## config.mk

```make
export PLATFORM = sky130hd
export DESIGN_NAME = charge_cycle_sequencer
export DESIGN_NICKNAME = d
export VERILOG_FILES = /design/src/core/chg_pkg.sv /design/src/core/chg_if.sv /design/src/core/pin_sync.sv /design/src/core/tick_gen.sv /design/src/core/charge_cycle_sequencer.sv
export SDC_FILE = /design/constraint.sdc
export NUM_CORES = 1
export LEC_CHECK = 0
export ABC_CLOCK_PERIOD_IN_PS = 5300
export BUFFER_PORTS_ARGS = -buffer_cell sky130_fd_sc_hd__buf_2
export CAP_MARGIN = 30
export CORE_MARGIN = 4
export CORE_UTILIZATION = 50
export DETAILED_ROUTE_END_ITERATION = 8
export PLACE_DENSITY_LB_ADDON = 0.1
export SETUP_SLACK_MARGIN = 0.4
export SKIP_LAST_GASP = 1
export SLEW_MARGIN = 40
export SYNTH_ARGS = -nofsm -noshare
export SYNTH_HDL_FRONTEND = slang
export SYNTH_SLANG_ARGS = --single-unit
```

## constraint.sdc

```tcl
create_clock -name clk_i -period 5.3 [get_ports clk_i]
set_input_delay 0.795 -clock clk_i [delete_from_list [all_inputs] [get_ports clk_i]]
set_output_delay 0.795 -clock clk_i [all_outputs]
set_load 0.02 [all_outputs]
```

## src/core/chg_pkg.sv

```systemverilog
// Constants, field layouts and encodings of the charge cycle sequencer.
// Assumes a 100 MHz core clock and a classic Wishbone register bus.
package chg_pkg;

  // ----------------------------------------------------------------------
  // Register offsets (byte addresses)
  // ----------------------------------------------------------------------
  localparam logic [7:0] ADR_CTRL   = 8'h00;
  localparam logic [7:0] ADR_PARAM  = 8'h04;
  localparam logic [7:0] ADR_STATUS = 8'h08;

  // ----------------------------------------------------------------------
  // Control register bits
  // ----------------------------------------------------------------------
  localparam int CTL_DIS     = 0;
  localparam int CTL_TERM_EN = 1;
  localparam int CTL_STAT_EN = 2;
  localparam int CTL_PRST    = 3;
  localparam int CTL_KICK    = 4;
  localparam int CTL_HZ      = 5;
  localparam int CTL_IIN500  = 6;
  localparam int CTL_IIN_OFF = 7;
  localparam logic [7:0] CTRL_RESET = 8'h00;

  // ----------------------------------------------------------------------
  // Charge parameter register fields
  // ----------------------------------------------------------------------
  localparam int FAST_LSB = 0;
  localparam int TERM_LSB = 4;
  localparam int VREG_LSB = 8;
  localparam int REG_BASE_MV    = 3500;
  localparam int REG_STEP_MV    = 20;
  localparam int REG_DEFAULT_MV = 3540;
  localparam logic [3:0] FAST_RESET = 4'h0;
  localparam logic [3:0] TERM_RESET = 4'h1;
  localparam logic [5:0] VREG_RESET =
    6'((REG_DEFAULT_MV - REG_BASE_MV) / REG_STEP_MV);
  localparam logic [13:0] PARAM_RESET = {VREG_RESET, TERM_RESET, FAST_RESET};

  // ----------------------------------------------------------------------
  // Status register fields and fault codes
  // ----------------------------------------------------------------------
  localparam int FLT_LSB   = 0;
  localparam int PHASE_LSB = 4;
  localparam int SMODE_BIT = 7;
  localparam logic [2:0] FLT_NONE  = 3'h0;
  localparam logic [2:0] FLT_INOV  = 3'h1;
  localparam logic [2:0] FLT_BATOV = 3'h2;
  localparam logic [2:0] FLT_THERM = 3'h3;
  localparam logic [2:0] FLT_TIMER = 3'h4;
  localparam logic [2:0] FLT_POOR  = 3'h5;
  localparam logic [2:0] FLT_NOBAT = 3'h6;

  // ----------------------------------------------------------------------
  // Synchronised pin indices
  // ----------------------------------------------------------------------
  localparam int PIN_SHORT = 0;
  localparam int PIN_WEAK  = 1;
  localparam int PIN_RECH  = 2;
  localparam int PIN_TERM  = 3;
  localparam int PIN_THERM = 4;
  localparam int PIN_POOR  = 5;
  localparam int PIN_INOV  = 6;
  localparam int PIN_BATOV = 7;
  localparam int PIN_OTG   = 8;
  localparam int PIN_AUTO  = 9;
  localparam int NPINS     = 10;

  // ----------------------------------------------------------------------
  // Timing
  // ----------------------------------------------------------------------
  localparam int CLK_HZ       = 100_000_000;
  localparam int CYC_PER_US   = CLK_HZ / 1_000_000;
  localparam int CYC_PER_MS_D = CLK_HZ / 1_000;
  localparam int TMR_W        = 21;
  localparam int DLY_W        = 16;
  localparam int LONG_MIN     = 32;
  localparam int SHORT_S      = 32;
  localparam int LONG_MS_D    = LONG_MIN * 60 * 1000;
  localparam int SHORT_MS_D   = SHORT_S * 1000;
  localparam int RETRY_MS     = 1000;
  localparam int DETECT_MS    = 250;
  localparam int STAT_PULSE_US = 128;

endpackage : chg_pkg

```

## src/core/chg_if.sv

```systemverilog
// Interfaces between the sequencer and its tick and pin helpers.
// Assumes the package chg_pkg is compiled first.
`timescale 1ns/1ps
`default_nettype none
interface tick_if;
  logic tick_us;
  logic tick_ms;
  modport src (output tick_us, output tick_ms);
  modport dst (input tick_us, input tick_ms);
endinterface : tick_if

interface pin_if;
  import chg_pkg::*;
  logic [NPINS-1:0] level;
  modport src (output level);
  modport dst (input level);
endinterface : pin_if
`default_nettype wire

```

## src/core/pin_sync.sv

```systemverilog
// Two-flop synchroniser for every analog comparator and strap input.
// Assumes raw inputs are asynchronous to clk_i.
`timescale 1ns/1ps
`default_nettype none
module pin_sync import chg_pkg::*; (
  // Clock and reset
  input  wire logic             clk_i,
  input  wire logic             rst_i,
  // Raw levels
  input  wire logic [NPINS-1:0] raw_i,
  // Synchronised levels
  pin_if.src                    pins
);
  typedef struct packed {
    logic [NPINS-1:0] meta;
    logic [NPINS-1:0] sync;
  } sync_state_t;

  sync_state_t s_q;
  sync_state_t s_d;

  always_comb begin
    s_d      = s_q;
    s_d.meta = raw_i;
    s_d.sync = s_q.meta;
  end

  always_ff @(posedge clk_i) begin
    if (rst_i) begin
      s_q <= '0;
    end else begin
      s_q <= s_d;
    end
  end

  assign pins.level = s_q.sync;
endmodule : pin_sync
`default_nettype wire

```

## src/core/tick_gen.sv

```systemverilog
// Microsecond and millisecond enable pulses derived from clk_i.
// Assumes CYC_PER_MS fits in 17 bits.
`timescale 1ns/1ps
`default_nettype none
module tick_gen import chg_pkg::*; #(
  parameter int unsigned CYC_PER_MS = CYC_PER_MS_D
) (
  // Clock and reset
  input  wire logic clk_i,
  input  wire logic rst_i,
  // Ticks
  tick_if.src       ticks
);
  localparam logic [6:0]  US_LAST = 7'(CYC_PER_US - 1);
  localparam logic [16:0] MS_LAST = 17'(CYC_PER_MS - 1);

  typedef struct packed {
    logic [6:0]  us_cnt;
    logic [16:0] ms_cnt;
    logic        us;
    logic        ms;
  } tick_state_t;

  tick_state_t s_q;
  tick_state_t s_d;

  always_comb begin
    s_d        = s_q;
    s_d.us     = (s_q.us_cnt == US_LAST);
    s_d.ms     = (s_q.ms_cnt == MS_LAST);
    s_d.us_cnt = s_d.us ? 7'h00 : s_q.us_cnt + 7'h01;
    s_d.ms_cnt = s_d.ms ? 17'h00000 : s_q.ms_cnt + 17'h00001;
  end

  always_ff @(posedge clk_i) begin
    if (rst_i) begin
      s_q <= '0;
    end else begin
      s_q <= s_d;
    end
  end

  assign ticks.tick_us = s_q.us;
  assign ticks.tick_ms = s_q.ms;
endmodule : tick_gen
`default_nettype wire

```

## src/core/charge_cycle_sequencer.sv

```systemverilog
// Charge cycle sequencer: phases, safety timers, faults and registers.
// Assumes comparator levels arrive asynchronously and rst_i is supply POR.
`timescale 1ns/1ps
`default_nettype none
module charge_cycle_sequencer import chg_pkg::*; #(
  parameter int unsigned       CYC_PER_MS = CYC_PER_MS_D,
  parameter logic [TMR_W-1:0]  LONG_MS    = TMR_W'(LONG_MS_D),
  parameter logic [TMR_W-1:0]  SHORT_MS   = TMR_W'(SHORT_MS_D)
) (
  // Clock and reset
  input  wire logic        clk_i,
  input  wire logic        rst_i,
  // Wishbone slave
  input  wire logic        wb_cyc_i,
  input  wire logic        wb_stb_i,
  input  wire logic        wb_we_i,
  input  wire logic [7:0]  wb_adr_i,
  input  wire logic [3:0]  wb_sel_i,
  input  wire logic [31:0] wb_dat_i,
  output logic      [31:0] wb_dat_o,
  output logic             wb_ack_o,
  // Analog comparator and strap inputs
  input  wire logic        batt_below_short_i,
  input  wire logic        batt_below_weak_i,
  input  wire logic        batt_above_recharge_i,
  input  wire logic        term_current_det_i,
  input  wire logic        thermal_shutdown_i,
  input  wire logic        poor_source_i,
  input  wire logic        input_ov_i,
  input  wire logic        battery_ov_i,
  input  wire logic        otg_pin_i,
  input  wire logic        auto_variant_i,
  // Power stage controls
  output logic             converter_on_o,
  output logic             precharge_o,
  output logic             detect_discharge_o,
  output logic             input_current_limit_500_o,
  output logic             input_current_limit_off_o,
  output logic      [3:0]  fast_current_o,
  output logic      [3:0]  termination_current_o,
  output logic      [5:0]  regulation_voltage_o,
  // Open-drain status pin
  output logic             stat_out_o,
  output logic             stat_oe_o
);
  localparam logic [TMR_W-1:0] LONG_LAST  = LONG_MS - TMR_W'(1);
  localparam logic [TMR_W-1:0] SHORT_LAST = SHORT_MS - TMR_W'(1);
  localparam logic [DLY_W-1:0] RETRY_LAST = DLY_W'(RETRY_MS - 1);
  localparam logic [DLY_W-1:0] DET_LAST   = DLY_W'(DETECT_MS - 1);
  localparam logic [7:0]       PULSE_LEN  = 8'(STAT_PULSE_US);
  localparam logic [1:0]       BOOT_LAST  = 2'h3;

  typedef enum logic [2:0] {
    ST_BOOT,
    ST_IDLE,
    ST_CHARGE,
    ST_DETECT,
    ST_RETRY,
    ST_DONE,
    ST_FAULT
  } phase_t;

  typedef struct packed {
    phase_t           phase;
    logic [1:0]       boot_cnt;
    logic [7:0]       ctrl;
    logic [13:0]      param;
    logic [2:0]       fault;
    logic             unread;
    logic             short_mode;
    logic [TMR_W-1:0] safety;
    logic [DLY_W-1:0] delay;
    logic [7:0]       pulse;
    logic [NPINS-1:0] prev;
    logic             ack;
    logic [31:0]      rdata;
    logic             conv;
    logic             pre;
    logic             dis;
    logic             stat_oe;
  } seq_state_t;

  seq_state_t s_q;
  seq_state_t n;

  tick_if ticks ();
  pin_if  pins ();

  pin_sync u_sync (
    .clk_i (clk_i),
    .rst_i (rst_i),
    .raw_i ({auto_variant_i, otg_pin_i, battery_ov_i, input_ov_i,
             poor_source_i, thermal_shutdown_i, term_current_det_i,
             batt_above_recharge_i, batt_below_weak_i,
             batt_below_short_i}),
    .pins  (pins)
  );

  tick_gen #(
    .CYC_PER_MS (CYC_PER_MS)
  ) u_tick (
    .clk_i (clk_i),
    .rst_i (rst_i),
    .ticks (ticks)
  );

  // ----------------------------------------------------------------------
  // Next-state logic
  // ----------------------------------------------------------------------
  logic [NPINS-1:0] lv;
  logic             req;
  logic             wr;
  logic [31:0]      wmask;
  logic [31:0]      cur;
  logic [31:0]      upd;
  logic [2:0]       new_flt;
  logic             blocked;
  logic             run;
  logic             restart;
  logic             defaults;

  always_comb begin
    n        = s_q;
    lv       = pins.level;
    req      = wb_cyc_i & wb_stb_i & ~s_q.ack;
    wr       = req & wb_we_i;
    wmask    = {{8{wb_sel_i[3]}}, {8{wb_sel_i[2]}},
                {8{wb_sel_i[1]}}, {8{wb_sel_i[0]}}};
    cur      = 32'h0000_0000;
    upd      = 32'h0000_0000;
    new_flt  = FLT_NONE;
    restart  = 1'b0;
    defaults = 1'b0;
    n.ack    = req;
    n.prev   = lv;
    // Converter held off by any of these levels, timers frozen on heat.
    blocked  = lv[PIN_THERM] | lv[PIN_INOV] | lv[PIN_BATOV];
    run      = ticks.tick_ms & ~lv[PIN_THERM];

    // Self-clearing bits live for one cycle after the write.
    n.ctrl[CTL_PRST] = 1'b0;
    n.ctrl[CTL_KICK] = 1'b0;

    if (lv[PIN_INOV] & ~s_q.prev[PIN_INOV]) begin
      new_flt = FLT_INOV;
    end
    if (lv[PIN_BATOV] & ~s_q.prev[PIN_BATOV]) begin
      new_flt = FLT_BATOV;
    end
    if (lv[PIN_THERM] & ~s_q.prev[PIN_THERM]) begin
      new_flt = FLT_THERM;
    end

    case (s_q.phase)
      ST_BOOT: begin
        n.boot_cnt = s_q.boot_cnt + 2'h1;
        if (s_q.boot_cnt == BOOT_LAST) begin
          if (lv[PIN_WEAK] & lv[PIN_AUTO]) begin
            n.ctrl[CTL_IIN500] = lv[PIN_OTG];
            restart = 1'b1;
          end else if (lv[PIN_WEAK]) begin
            n.ctrl[CTL_HZ] = 1'b1;
            n.phase = ST_IDLE;
          end else begin
            n.phase = ST_IDLE;
          end
        end
      end
      ST_IDLE: begin
        if (!s_q.ctrl[CTL_DIS] && !s_q.ctrl[CTL_HZ]) begin
          restart = 1'b1;
        end
      end
      ST_CHARGE: begin
        if (lv[PIN_POOR]) begin
          new_flt = FLT_POOR;
          n.phase = ST_RETRY;
          n.delay = '0;
        end else if (!blocked && !lv[PIN_SHORT] && lv[PIN_TERM] &&
                     lv[PIN_RECH] && s_q.ctrl[CTL_TERM_EN]) begin
          n.phase = s_q.short_mode ? ST_DETECT : ST_DONE;
          n.delay = '0;
        end
      end
      ST_DETECT: begin
        if (run) begin
          n.delay = s_q.delay + DLY_W'(1);
          if (s_q.delay == DET_LAST) begin
            n.delay = '0;
            if (lv[PIN_RECH]) begin
              n.phase = ST_DONE;
            end else begin
              new_flt  = FLT_NOBAT;
              defaults = 1'b1;
              n.phase  = ST_RETRY;
            end
          end
        end
      end
      ST_RETRY: begin
        if (run) begin
          n.delay = s_q.delay + DLY_W'(1);
          if (s_q.delay == RETRY_LAST) begin
            restart = 1'b1;
          end
        end
      end
      ST_DONE: begin
        if (!lv[PIN_RECH]) begin
          restart = 1'b1;
        end
      end
      ST_FAULT: begin
        n.phase = ST_FAULT;
      end
      default: begin
        n.phase = ST_BOOT;
      end
    endcase

    // Safety timers count while a charge cycle is under way.
    if (s_q.phase == ST_CHARGE || s_q.phase == ST_DETECT ||
        s_q.phase == ST_RETRY) begin
      if (s_q.ctrl[CTL_KICK] && s_q.short_mode) begin
        n.safety = '0;
      end else if (run) begin
        n.safety = s_q.safety + TMR_W'(1);
        if (!s_q.short_mode && s_q.safety == LONG_LAST) begin
          n.phase = ST_FAULT;
          new_flt = FLT_TIMER;
          restart = 1'b0;
        end else if (s_q.short_mode && s_q.safety == SHORT_LAST) begin
          defaults = 1'b1;
          restart  = 1'b1;
        end
      end
    end

    // Disable or high impedance ends any cycle; re-enable starts a new one.
    if (s_q.phase != ST_BOOT && s_q.phase != ST_FAULT) begin
      if (s_q.ctrl[CTL_PRST]) begin
        defaults = 1'b1;
        restart  = 1'b1;
      end
      if (s_q.ctrl[CTL_DIS] || s_q.ctrl[CTL_HZ]) begin
        restart = 1'b0;
        n.phase = ST_IDLE;
      end
    end

    if (restart) begin
      n.phase      = ST_CHARGE;
      n.short_mode = 1'b0;
      n.safety     = '0;
      n.delay      = '0;
    end
    if (defaults) begin
      n.param               = PARAM_RESET;
      n.ctrl[CTL_TERM_EN]   = 1'b0;
      n.ctrl[CTL_IIN500]    = 1'b0;
      n.ctrl[CTL_IIN_OFF]   = 1'b0;
    end

    // --------------------------------------------------------------------
    // Register bus
    // --------------------------------------------------------------------
    case ({wb_adr_i[7:2], 2'b00})
      ADR_CTRL:   cur = {24'h000000, s_q.ctrl};
      ADR_PARAM:  cur = {18'h00000, s_q.param};
      ADR_STATUS: cur = {24'h000000, s_q.short_mode, s_q.phase,
                         1'b0, s_q.fault};
      default:    cur = 32'h0000_0000;
    endcase
    upd = (cur & ~wmask) | (wb_dat_i & wmask);
    if (req) begin
      n.rdata = cur;
    end
    if (wr) begin
      if ({wb_adr_i[7:2], 2'b00} == ADR_CTRL) begin
        n.ctrl = upd[7:0];
      end
      if ({wb_adr_i[7:2], 2'b00} == ADR_PARAM) begin
        n.param = upd[13:0];
      end
      if (!s_q.short_mode) begin
        n.short_mode = 1'b1;
        n.safety     = '0;
      end
    end
    if (req && !wb_we_i && {wb_adr_i[7:2], 2'b00} == ADR_STATUS) begin
      n.unread = 1'b0;
    end

    // Fault field locks until read; a new fault wins over the read.
    if (new_flt != FLT_NONE) begin
      n.pulse = PULSE_LEN;
      if (!n.unread) begin
        n.fault  = new_flt;
        n.unread = 1'b1;
      end
    end else if (ticks.tick_us && s_q.pulse != 8'h00) begin
      n.pulse = s_q.pulse - 8'h01;
    end
    if (!n.unread && n.fault != FLT_TIMER && n.fault != FLT_NONE &&
        !blocked) begin
      n.fault = FLT_NONE;
    end

    // Registered power stage and pin controls.
    n.conv    = (n.phase == ST_CHARGE) && !blocked;
    n.pre     = n.conv && lv[PIN_SHORT];
    n.dis     = (n.phase == ST_DETECT);
    n.stat_oe = (n.pulse != 8'h00) ||
                (n.conv && n.ctrl[CTL_STAT_EN]);
  end

  // ----------------------------------------------------------------------
  // State register
  // ----------------------------------------------------------------------
  always_ff @(posedge clk_i) begin
    if (rst_i) begin
      s_q       <= '0;
      s_q.phase <= ST_BOOT;
      s_q.ctrl  <= CTRL_RESET;
      s_q.param <= PARAM_RESET;
      s_q.fault <= FLT_NONE;
    end else begin
      s_q <= n;
    end
  end

  // ----------------------------------------------------------------------
  // Outputs
  // ----------------------------------------------------------------------
  assign wb_dat_o              = s_q.rdata;
  assign wb_ack_o              = s_q.ack;
  assign converter_on_o        = s_q.conv;
  assign precharge_o           = s_q.pre;
  assign detect_discharge_o    = s_q.dis;
  assign input_current_limit_500_o       = s_q.ctrl[CTL_IIN500];
  assign input_current_limit_off_o       = s_q.ctrl[CTL_IIN_OFF];
  assign fast_current_o        = s_q.param[FAST_LSB +: 4];
  assign termination_current_o = s_q.param[TERM_LSB +: 4];
  assign regulation_voltage_o  = s_q.param[VREG_LSB +: 6];
  assign stat_out_o            = 1'b0;
  assign stat_oe_o             = s_q.stat_oe;
endmodule : charge_cycle_sequencer
`default_nettype wire

```

== Word-level counts from Yosys, hierarchy flattened ==
Cells that the tools add are included.
Operators by class
  $add $sub $neg: 6
  equality and inequality tests: 22
  mux-type cells: 82
  bitwise operators: 21
  reduce and logical (&&, ||, !) cells: 45
Operators with widths (number)
  $mux W16: 5
  $mux W3: 24
  $mux W22: 3
  $mux W21: 3
  $pmux W16 S3: 1
  $pmux W14 S3: 1
  $mux W38: 1
  $mux W1: 31
  $and A14 B14 Y14: 2
  $mux W14: 2
  $mux W8: 3
  $add A21 B1 Y21 const B: 1
  $eq A21 B15 Y1 const B: 1
  $eq A21 B21 Y1 const B: 1
  $logic_and A1 B1 Y1: 18
  $add A17 B1 Y17 const B: 1
  $eq A17 B17 Y1 const B: 1
  $add A16 B1 Y16 const B: 1
  $eq A16 B10 Y1 const B: 1
  $eq A16 B8 Y1 const B: 1
  $reduce_bool A8 Y1: 2
  $pmux W3 S5: 1
  $not A14 Y14: 1
  $or A14 B14 Y14: 1
  other kinds (29): 69
Storage, ports and cells
  flip-flop bits (word level): 168
  bits of input ports: 59
  word-level logic and storage cells: 201

== Logic depth before layout (Yosys ltp) ==
  word-level depth: 21
  depth in mapped cells: 10
  depth with buffers taken out: 8

== Hierarchy ==
Synthesis repeated with hierarchy kept, for this count alone.
Second synthesis, totals
  cell total of the unflattened synthesis: 816
  area total of the unflattened synthesis: 7134.3 µm²
Modules (own cells, without submodules)
  charge_cycle_sequencer: instances 1, cells each 656, area an instance 5424.0 µm²
  tick_gen: instances 1, cells each 118, area an instance 1092.3 µm²
  pin_sync: instances 1, cells each 42, area an instance 618.1 µm²

== Worst setup path after synthesis ==
No wires, ideal clock.
  kind: input-to-reg
  from: input port wb_adr_i[5]
  to: register s_q (netlist bit stat_oe_o)
  arrival: 2379 ps
  path slack: 2820 ps
  stages on the path: 6
  path buffers: 1
  path through: or4_1 or4_1 buf_2 nor2_1 a21oi_1 o41ai_1
On the way
  word-level cells in the longest chain between the ends: 8
  elaborated cells on any way between the ends: 10
  classes of those cells: eq/ne: 2; mux: 3; bitwise: 2; reduce/logical: 3
RTL lines
  start, declared: RTL line charge_cycle_sequencer.sv:17  | input wire logic [7:0] wb_adr_i,
  $eq A6 B2 Y1, or another cell as far along: RTL line charge_cycle_sequencer.sv:267  | case ({wb_adr_i[7:2], 2'b00})
  $pmux W14 S3: RTL line charge_cycle_sequencer.sv:267
  $and A14 B14 Y14: RTL line charge_cycle_sequencer.sv:274  | upd = (cur & ~wmask) | (wb_dat_i & wmask);
  $or A14 B14 Y14: RTL line charge_cycle_sequencer.sv:274
  $mux W8 *: RTL line charge_cycle_sequencer.sv:279  | if ({wb_adr_i[7:2], 2'b00} == ADR_CTRL) begin
  $mux W22 *: RTL line charge_cycle_sequencer.sv:278  | if (wr) begin
  $logic_and A1 B1 Y1 *: RTL line charge_cycle_sequencer.sv:314  | (n.conv && n.ctrl[CTL_STAT_EN]);
  $logic_or A1 B1 Y1 *: RTL line charge_cycle_sequencer.sv:313  | n.stat_oe = (n.pulse != 8'h00) ||
  end signal, assigned: RTL line charge_cycle_sequencer.sv:328  | s_q <= n;
  end, declared: RTL line charge_cycle_sequencer.sv:83  | seq_state_t s_q;
Mark *: on every way between the ends. The rest lies on a longest branch, timed or not.
A chain may end at the register's enable or synchronous reset.

== Final worst setup path ==
  from: register s_q[123] (netlist bit)
  to: register s_q[92] (netlist bit)
On the way
  word-level cells in the longest chain between the ends: 13
  elaborated cells on any way between the ends: 23
  classes of those cells: eq/ne: 6; mux: 12; reduce/logical: 5
RTL lines
  $eq A3 B3 Y1, or another cell as far along: RTL line charge_cycle_sequencer.sv:154  | case (s_q.phase)
  $pmux W1 S4: RTL line charge_cycle_sequencer.sv:154
  $mux W1: RTL line charge_cycle_sequencer.sv:232  | end else if (s_q.short_mode && s_q.safety == SHORT_LAST) begin
  $mux W1: RTL line charge_cycle_sequencer.sv:228  | if (!s_q.short_mode && s_q.safety == LONG_LAST) begin
  $mux W1: RTL line charge_cycle_sequencer.sv:226  | end else if (run) begin
  $mux W1: RTL line charge_cycle_sequencer.sv:224  | if (s_q.ctrl[CTL_KICK] && s_q.short_mode) begin
  $mux W1: RTL line charge_cycle_sequencer.sv:222  | if (s_q.phase == ST_CHARGE || s_q.phase == ST_DETECT ||
  $mux W1: RTL line charge_cycle_sequencer.sv:241  | if (s_q.ctrl[CTL_PRST]) begin
  $mux W1: RTL line charge_cycle_sequencer.sv:245  | if (s_q.ctrl[CTL_DIS] || s_q.ctrl[CTL_HZ]) begin
  $mux W1 *: RTL line charge_cycle_sequencer.sv:240  | if (s_q.phase != ST_BOOT && s_q.phase != ST_FAULT) begin
  $mux W38 *: RTL line charge_cycle_sequencer.sv:251  | if (restart) begin
  $mux W22: RTL line charge_cycle_sequencer.sv:285  | if (!s_q.short_mode) begin
  $mux W22 *: RTL line charge_cycle_sequencer.sv:278
Marks and branches as above.

==> metrics.md <==
| Metric | Value |
|---|---|
| Outcome | `finished clean` |
| Max Buffers Root-to-Sink | `2` |
| Pwr/cell area | `335 nW/um^2` |
| Slew @ Worst Pin | `755 ps` |
| Max stage delay on crit path | `approximately 580 ps` |
| Seq/Total Area, Yosys | `between 40% and 50%` |
| Most common flop cell mapped by yosys | `dfxtp_1` |
| Port buffer count | `71` |
| Initial DRC Count | `344` |
| CP Capture Type | `flop` |
| Placed Area | `7360 sq um` |
| Die W | `128 um` |
| Critical-path maximum fanout | `38` |
| Worst path cell trace | `nor3b_4 > o2111ai_4 > nor3_1 > o31ai_2 > a2111oi_4 > buf_4 > o32ai_1` |
| Row cnt | `43` |
| Post-synth top area share | `40.3%` |
| Top cells by area, synth | `dfxtp_1 (40%), buf_4 (5.0%), nor2_1 (4.9%)` |
| First-pass GRT wire length | `26.0 mm` |
| Gate Count Post-Synth | `between 800 and 900` |
| Pin count of the biggest net entering global routing | `just over 60` |
| Required @ worst endpoint | `5580 ps` |
| Slowest CP cell | `dfxtp_1` |
| Sw Ratio | `25.9%` |
| Maximum VDD drop | `between 200 and 250 uV` |
| Avg WL per Cell | `15.1 um` |
| Clock group share of total power | `46.6%` |
| Period utilization | `51.7%` |
| Vias/cell | `about 5.5` |
| Routability Congestion | `0.878` |
| Sequential Power Share | `43.3%` |
| Final setup TNS | `0 ps` |
| GR Util All Layers | `19.3%` |
| Layout Skew | `between 9 and 10 ps` |
| Initial antenna violation count | `0` |
| Min cycle time layout | `between 2000 and 3000 ps` |
| Post-CTS setup buffers | `0` |
| Sink Count | `145` |
| Drt pass-1 iters | `5` |
| Fin area | `between 7000 and 8000 sq um` |
| Max-Cap Viols | `0` |
| Worst Path Arrival | `3020 ps` |
| H-tree level count | `4` |
| Unrepaired setup endpoints after global routing | `false` |
| Worst Setup Start Kind | `flop` |
| Height of the die | `around 130 um` |
| CTS Root Cell | `clkbuf_16` |
| CP Class | `flop to flop` |
| Synth Cell Area | `7210 sq um` |
| Synth area leader | `dfxtp_1` |
| Max Clock Freq | `365 MHz` |
| Post-synth EDFFs | `0` |
| Final setup violating endpoints | `0` |
| Vias in the first global route | `between 5k and 6k` |
| Hold Crit Class | `flop to flop` |
| DP HPWL | `11.3 mm` |
| Clk pin slew, worst setup/hold paths | `70 ps` |
| Pint | `1.98 mW` |
| Drt drc | `0` |
| Gate power share | `10.1%` |
| Layout cell share with drive strength beyond 1 | `about 19%` |
| Full die area | `16400 sq um` |
| Total vias in the final route | `5724` |
| Clock Latency Late Sink | `roughly 420 ps` |
| Ant. Diodes | `0` |
| TritonCTS buffer count | `17` |
| Sw power | `a little under 700 uW` |
| IO Count | `113` |
| PostCTS Resize Cnt | `0` |
| Synthesis-stage register bit count | `145` |
| FFs w/ async S/R, synth | `0%` |
| Starting density of the core | `51.5%` |
| Total number of yosys warnings | `0` |
| Grt total ovfl | `0` |
| CORE AREA | `14000 sq um` |
| Layout Nets | `908` |
| Commonest non-fill, non-tap cells in the layout | `dfxtp_1 (145), nor2_1 (94), buf_2 (71), nand2_1 (51), nor3_1 (37)` |
| WL final | `15.6 mm` |
| Commonest non-fill, non-tap cell in the layout | `dfxtp_1` |
| Syn Area/Cell | `8.89 sq um` |
| Final ANT Viol Nets | `0` |
| Synth unique cells | `78` |
| Post-layout power | `2.68 mW` |
| Slew HR | `approximately half` |
| Hold-fix buffers, CTS | `0` |
| Max-slew violations | `0` |
| Final Hold Viols | `0` |
| Area growth syn-to-layout | `10.8%` |
| Leakage | `3.02 nW` |
| CTS tree | `done` |
==> metrics by stage <==
| stage | utilization, % | hold WS [ps] | std cells | setup slack, ps |
|---|---|---|---|---|
| after detailed placement | 52.6 | 429 | 1002 | 2340 |
| final | 57.1 | 440 | 1034 | 2560 |
| after CTS | 57.0 | 440 | 1034 | 2550 |
| after floorplan | - | 410 | 829 | 2820 |
| after global placement | 52.6 | 420 | 1002 | 2400 |
| after global routing | 57.1 | 451 | 1034 | 2370 |
==> sequential cells by signal, indices dropped and copies added, names as in the netlist <==
signal                     count
s_q                           64
u_tick.s_q                    24
wb_dat_o                      14
u_sync.pins.level             10
u_sync.s_d                    10
regulation_voltage_o           6
fast_current_o                 4
termination_current_o          4
converter_on_o                 1
detect_discharge_o             1
input_current_limit_500_o      1
input_current_limit_off_o      1
precharge_o                    1
stat_oe_o                      1
u_tick.ticks.tick_ms           1
u_tick.ticks.tick_us           1
wb_ack_o                       1
==> critical path: cells and delay by family, from the launching register on <==
| family | cells | cell delay, ps |
|---|---|---|
| and+or+nand+nor | 2 | 650 |
| DFF | 1 | 580 |
| buffers and inverters | 1 | 500 |
| AOI/OAI and AO/OA | 4 | 860 |
==> power groups by stage <==
| stage | Combinational (mW) | Sequential, mW | Clock [mW] |
|---|---|---|---|
| floorplan | 0.238 | 1.17 | 0 |
| global placement | 0.260 | 1.18 | 0 |
| detailed placement | 0.267 | 1.18 | 0 |
| CTS | 0.268 | 1.16 | 1.27 |
| finish | 0.270 | 1.16 | 1.25 |
| global route | 0.300 | 1.16 | 1.32 |
==> routing by layer <==
layer | GRT usage [%] | part of all wire, %
met4 | 6.18 | 1.3
met1 | 25.8 | 47
met2 | 31.1 | 46
met3 | 4.38 | 5.8
met5 | 0 | 0
==> layout make-up <==
cell class	instances	area [sq um]
Sequential cell	145	2900
Multi-Input combinational cell	585	3790
Inverter	17	63.8
Clock inverter	13	176
Fill cell	1261	6000
Clock buffer	19	443
Timing Repair Buffer	75	385
Tap cell	180	225
==> path summary, 6_finish.rpt <==
kind | start | to | slack (ps) | cells after the start
worst max register to register | s_q[123] | s_q[92] | 2560 | 7
worst max-delay path | s_q[123] | s_q[92] | 2560 | 7
worst min-delay path | u_sync.s_d[7] | u_sync.pins.level[7] | 440 | 1
worst min register to register | u_sync.s_d[7] | u_sync.pins.level[7] | 440 | 1
==> cells in the mapped netlist, types with 5 or more instances <==
master,instances
or4_1,5
a31oi_1,12
nor3_2,20
a22oi_1,11
and4_1,5
and2_1,9
nor2b_1,33
a22o_1,6
nand2_1,51
or3_1,11
mux2i_1,11
o21ai_0,14
nor2_1,94
dfxtp_1,145
inv_1,16
nor4_1,13
clkbuf_1,23
nand4_1,19
nor3_1,37
nand3_1,33
a21oi_1,27
xor2_1,27
and3_1,11
ha_1,8
xnor2_1,30
buf_4,48
==> cell families (layout without fill, tap and decap cells) <==
group / count (synthesis) / after routing / synth area share (%)
AOI/OAI and AO/OA: 110 / 110 / 11.5
xor gates and xnor gates: 57 / 57 / 6.93
adders and majority gates: 8 / 8 / 1.39
buffers and inverters: 99 / 124 / 8.30
DFF: 145 / 145 / 40.3
muxes: 14 / 14 / 2.00
other: 1 / 19 / 0.0520
and+or+nand+nor: 377 / 377 / 29.6
Power figures use the tool's default switching activity.
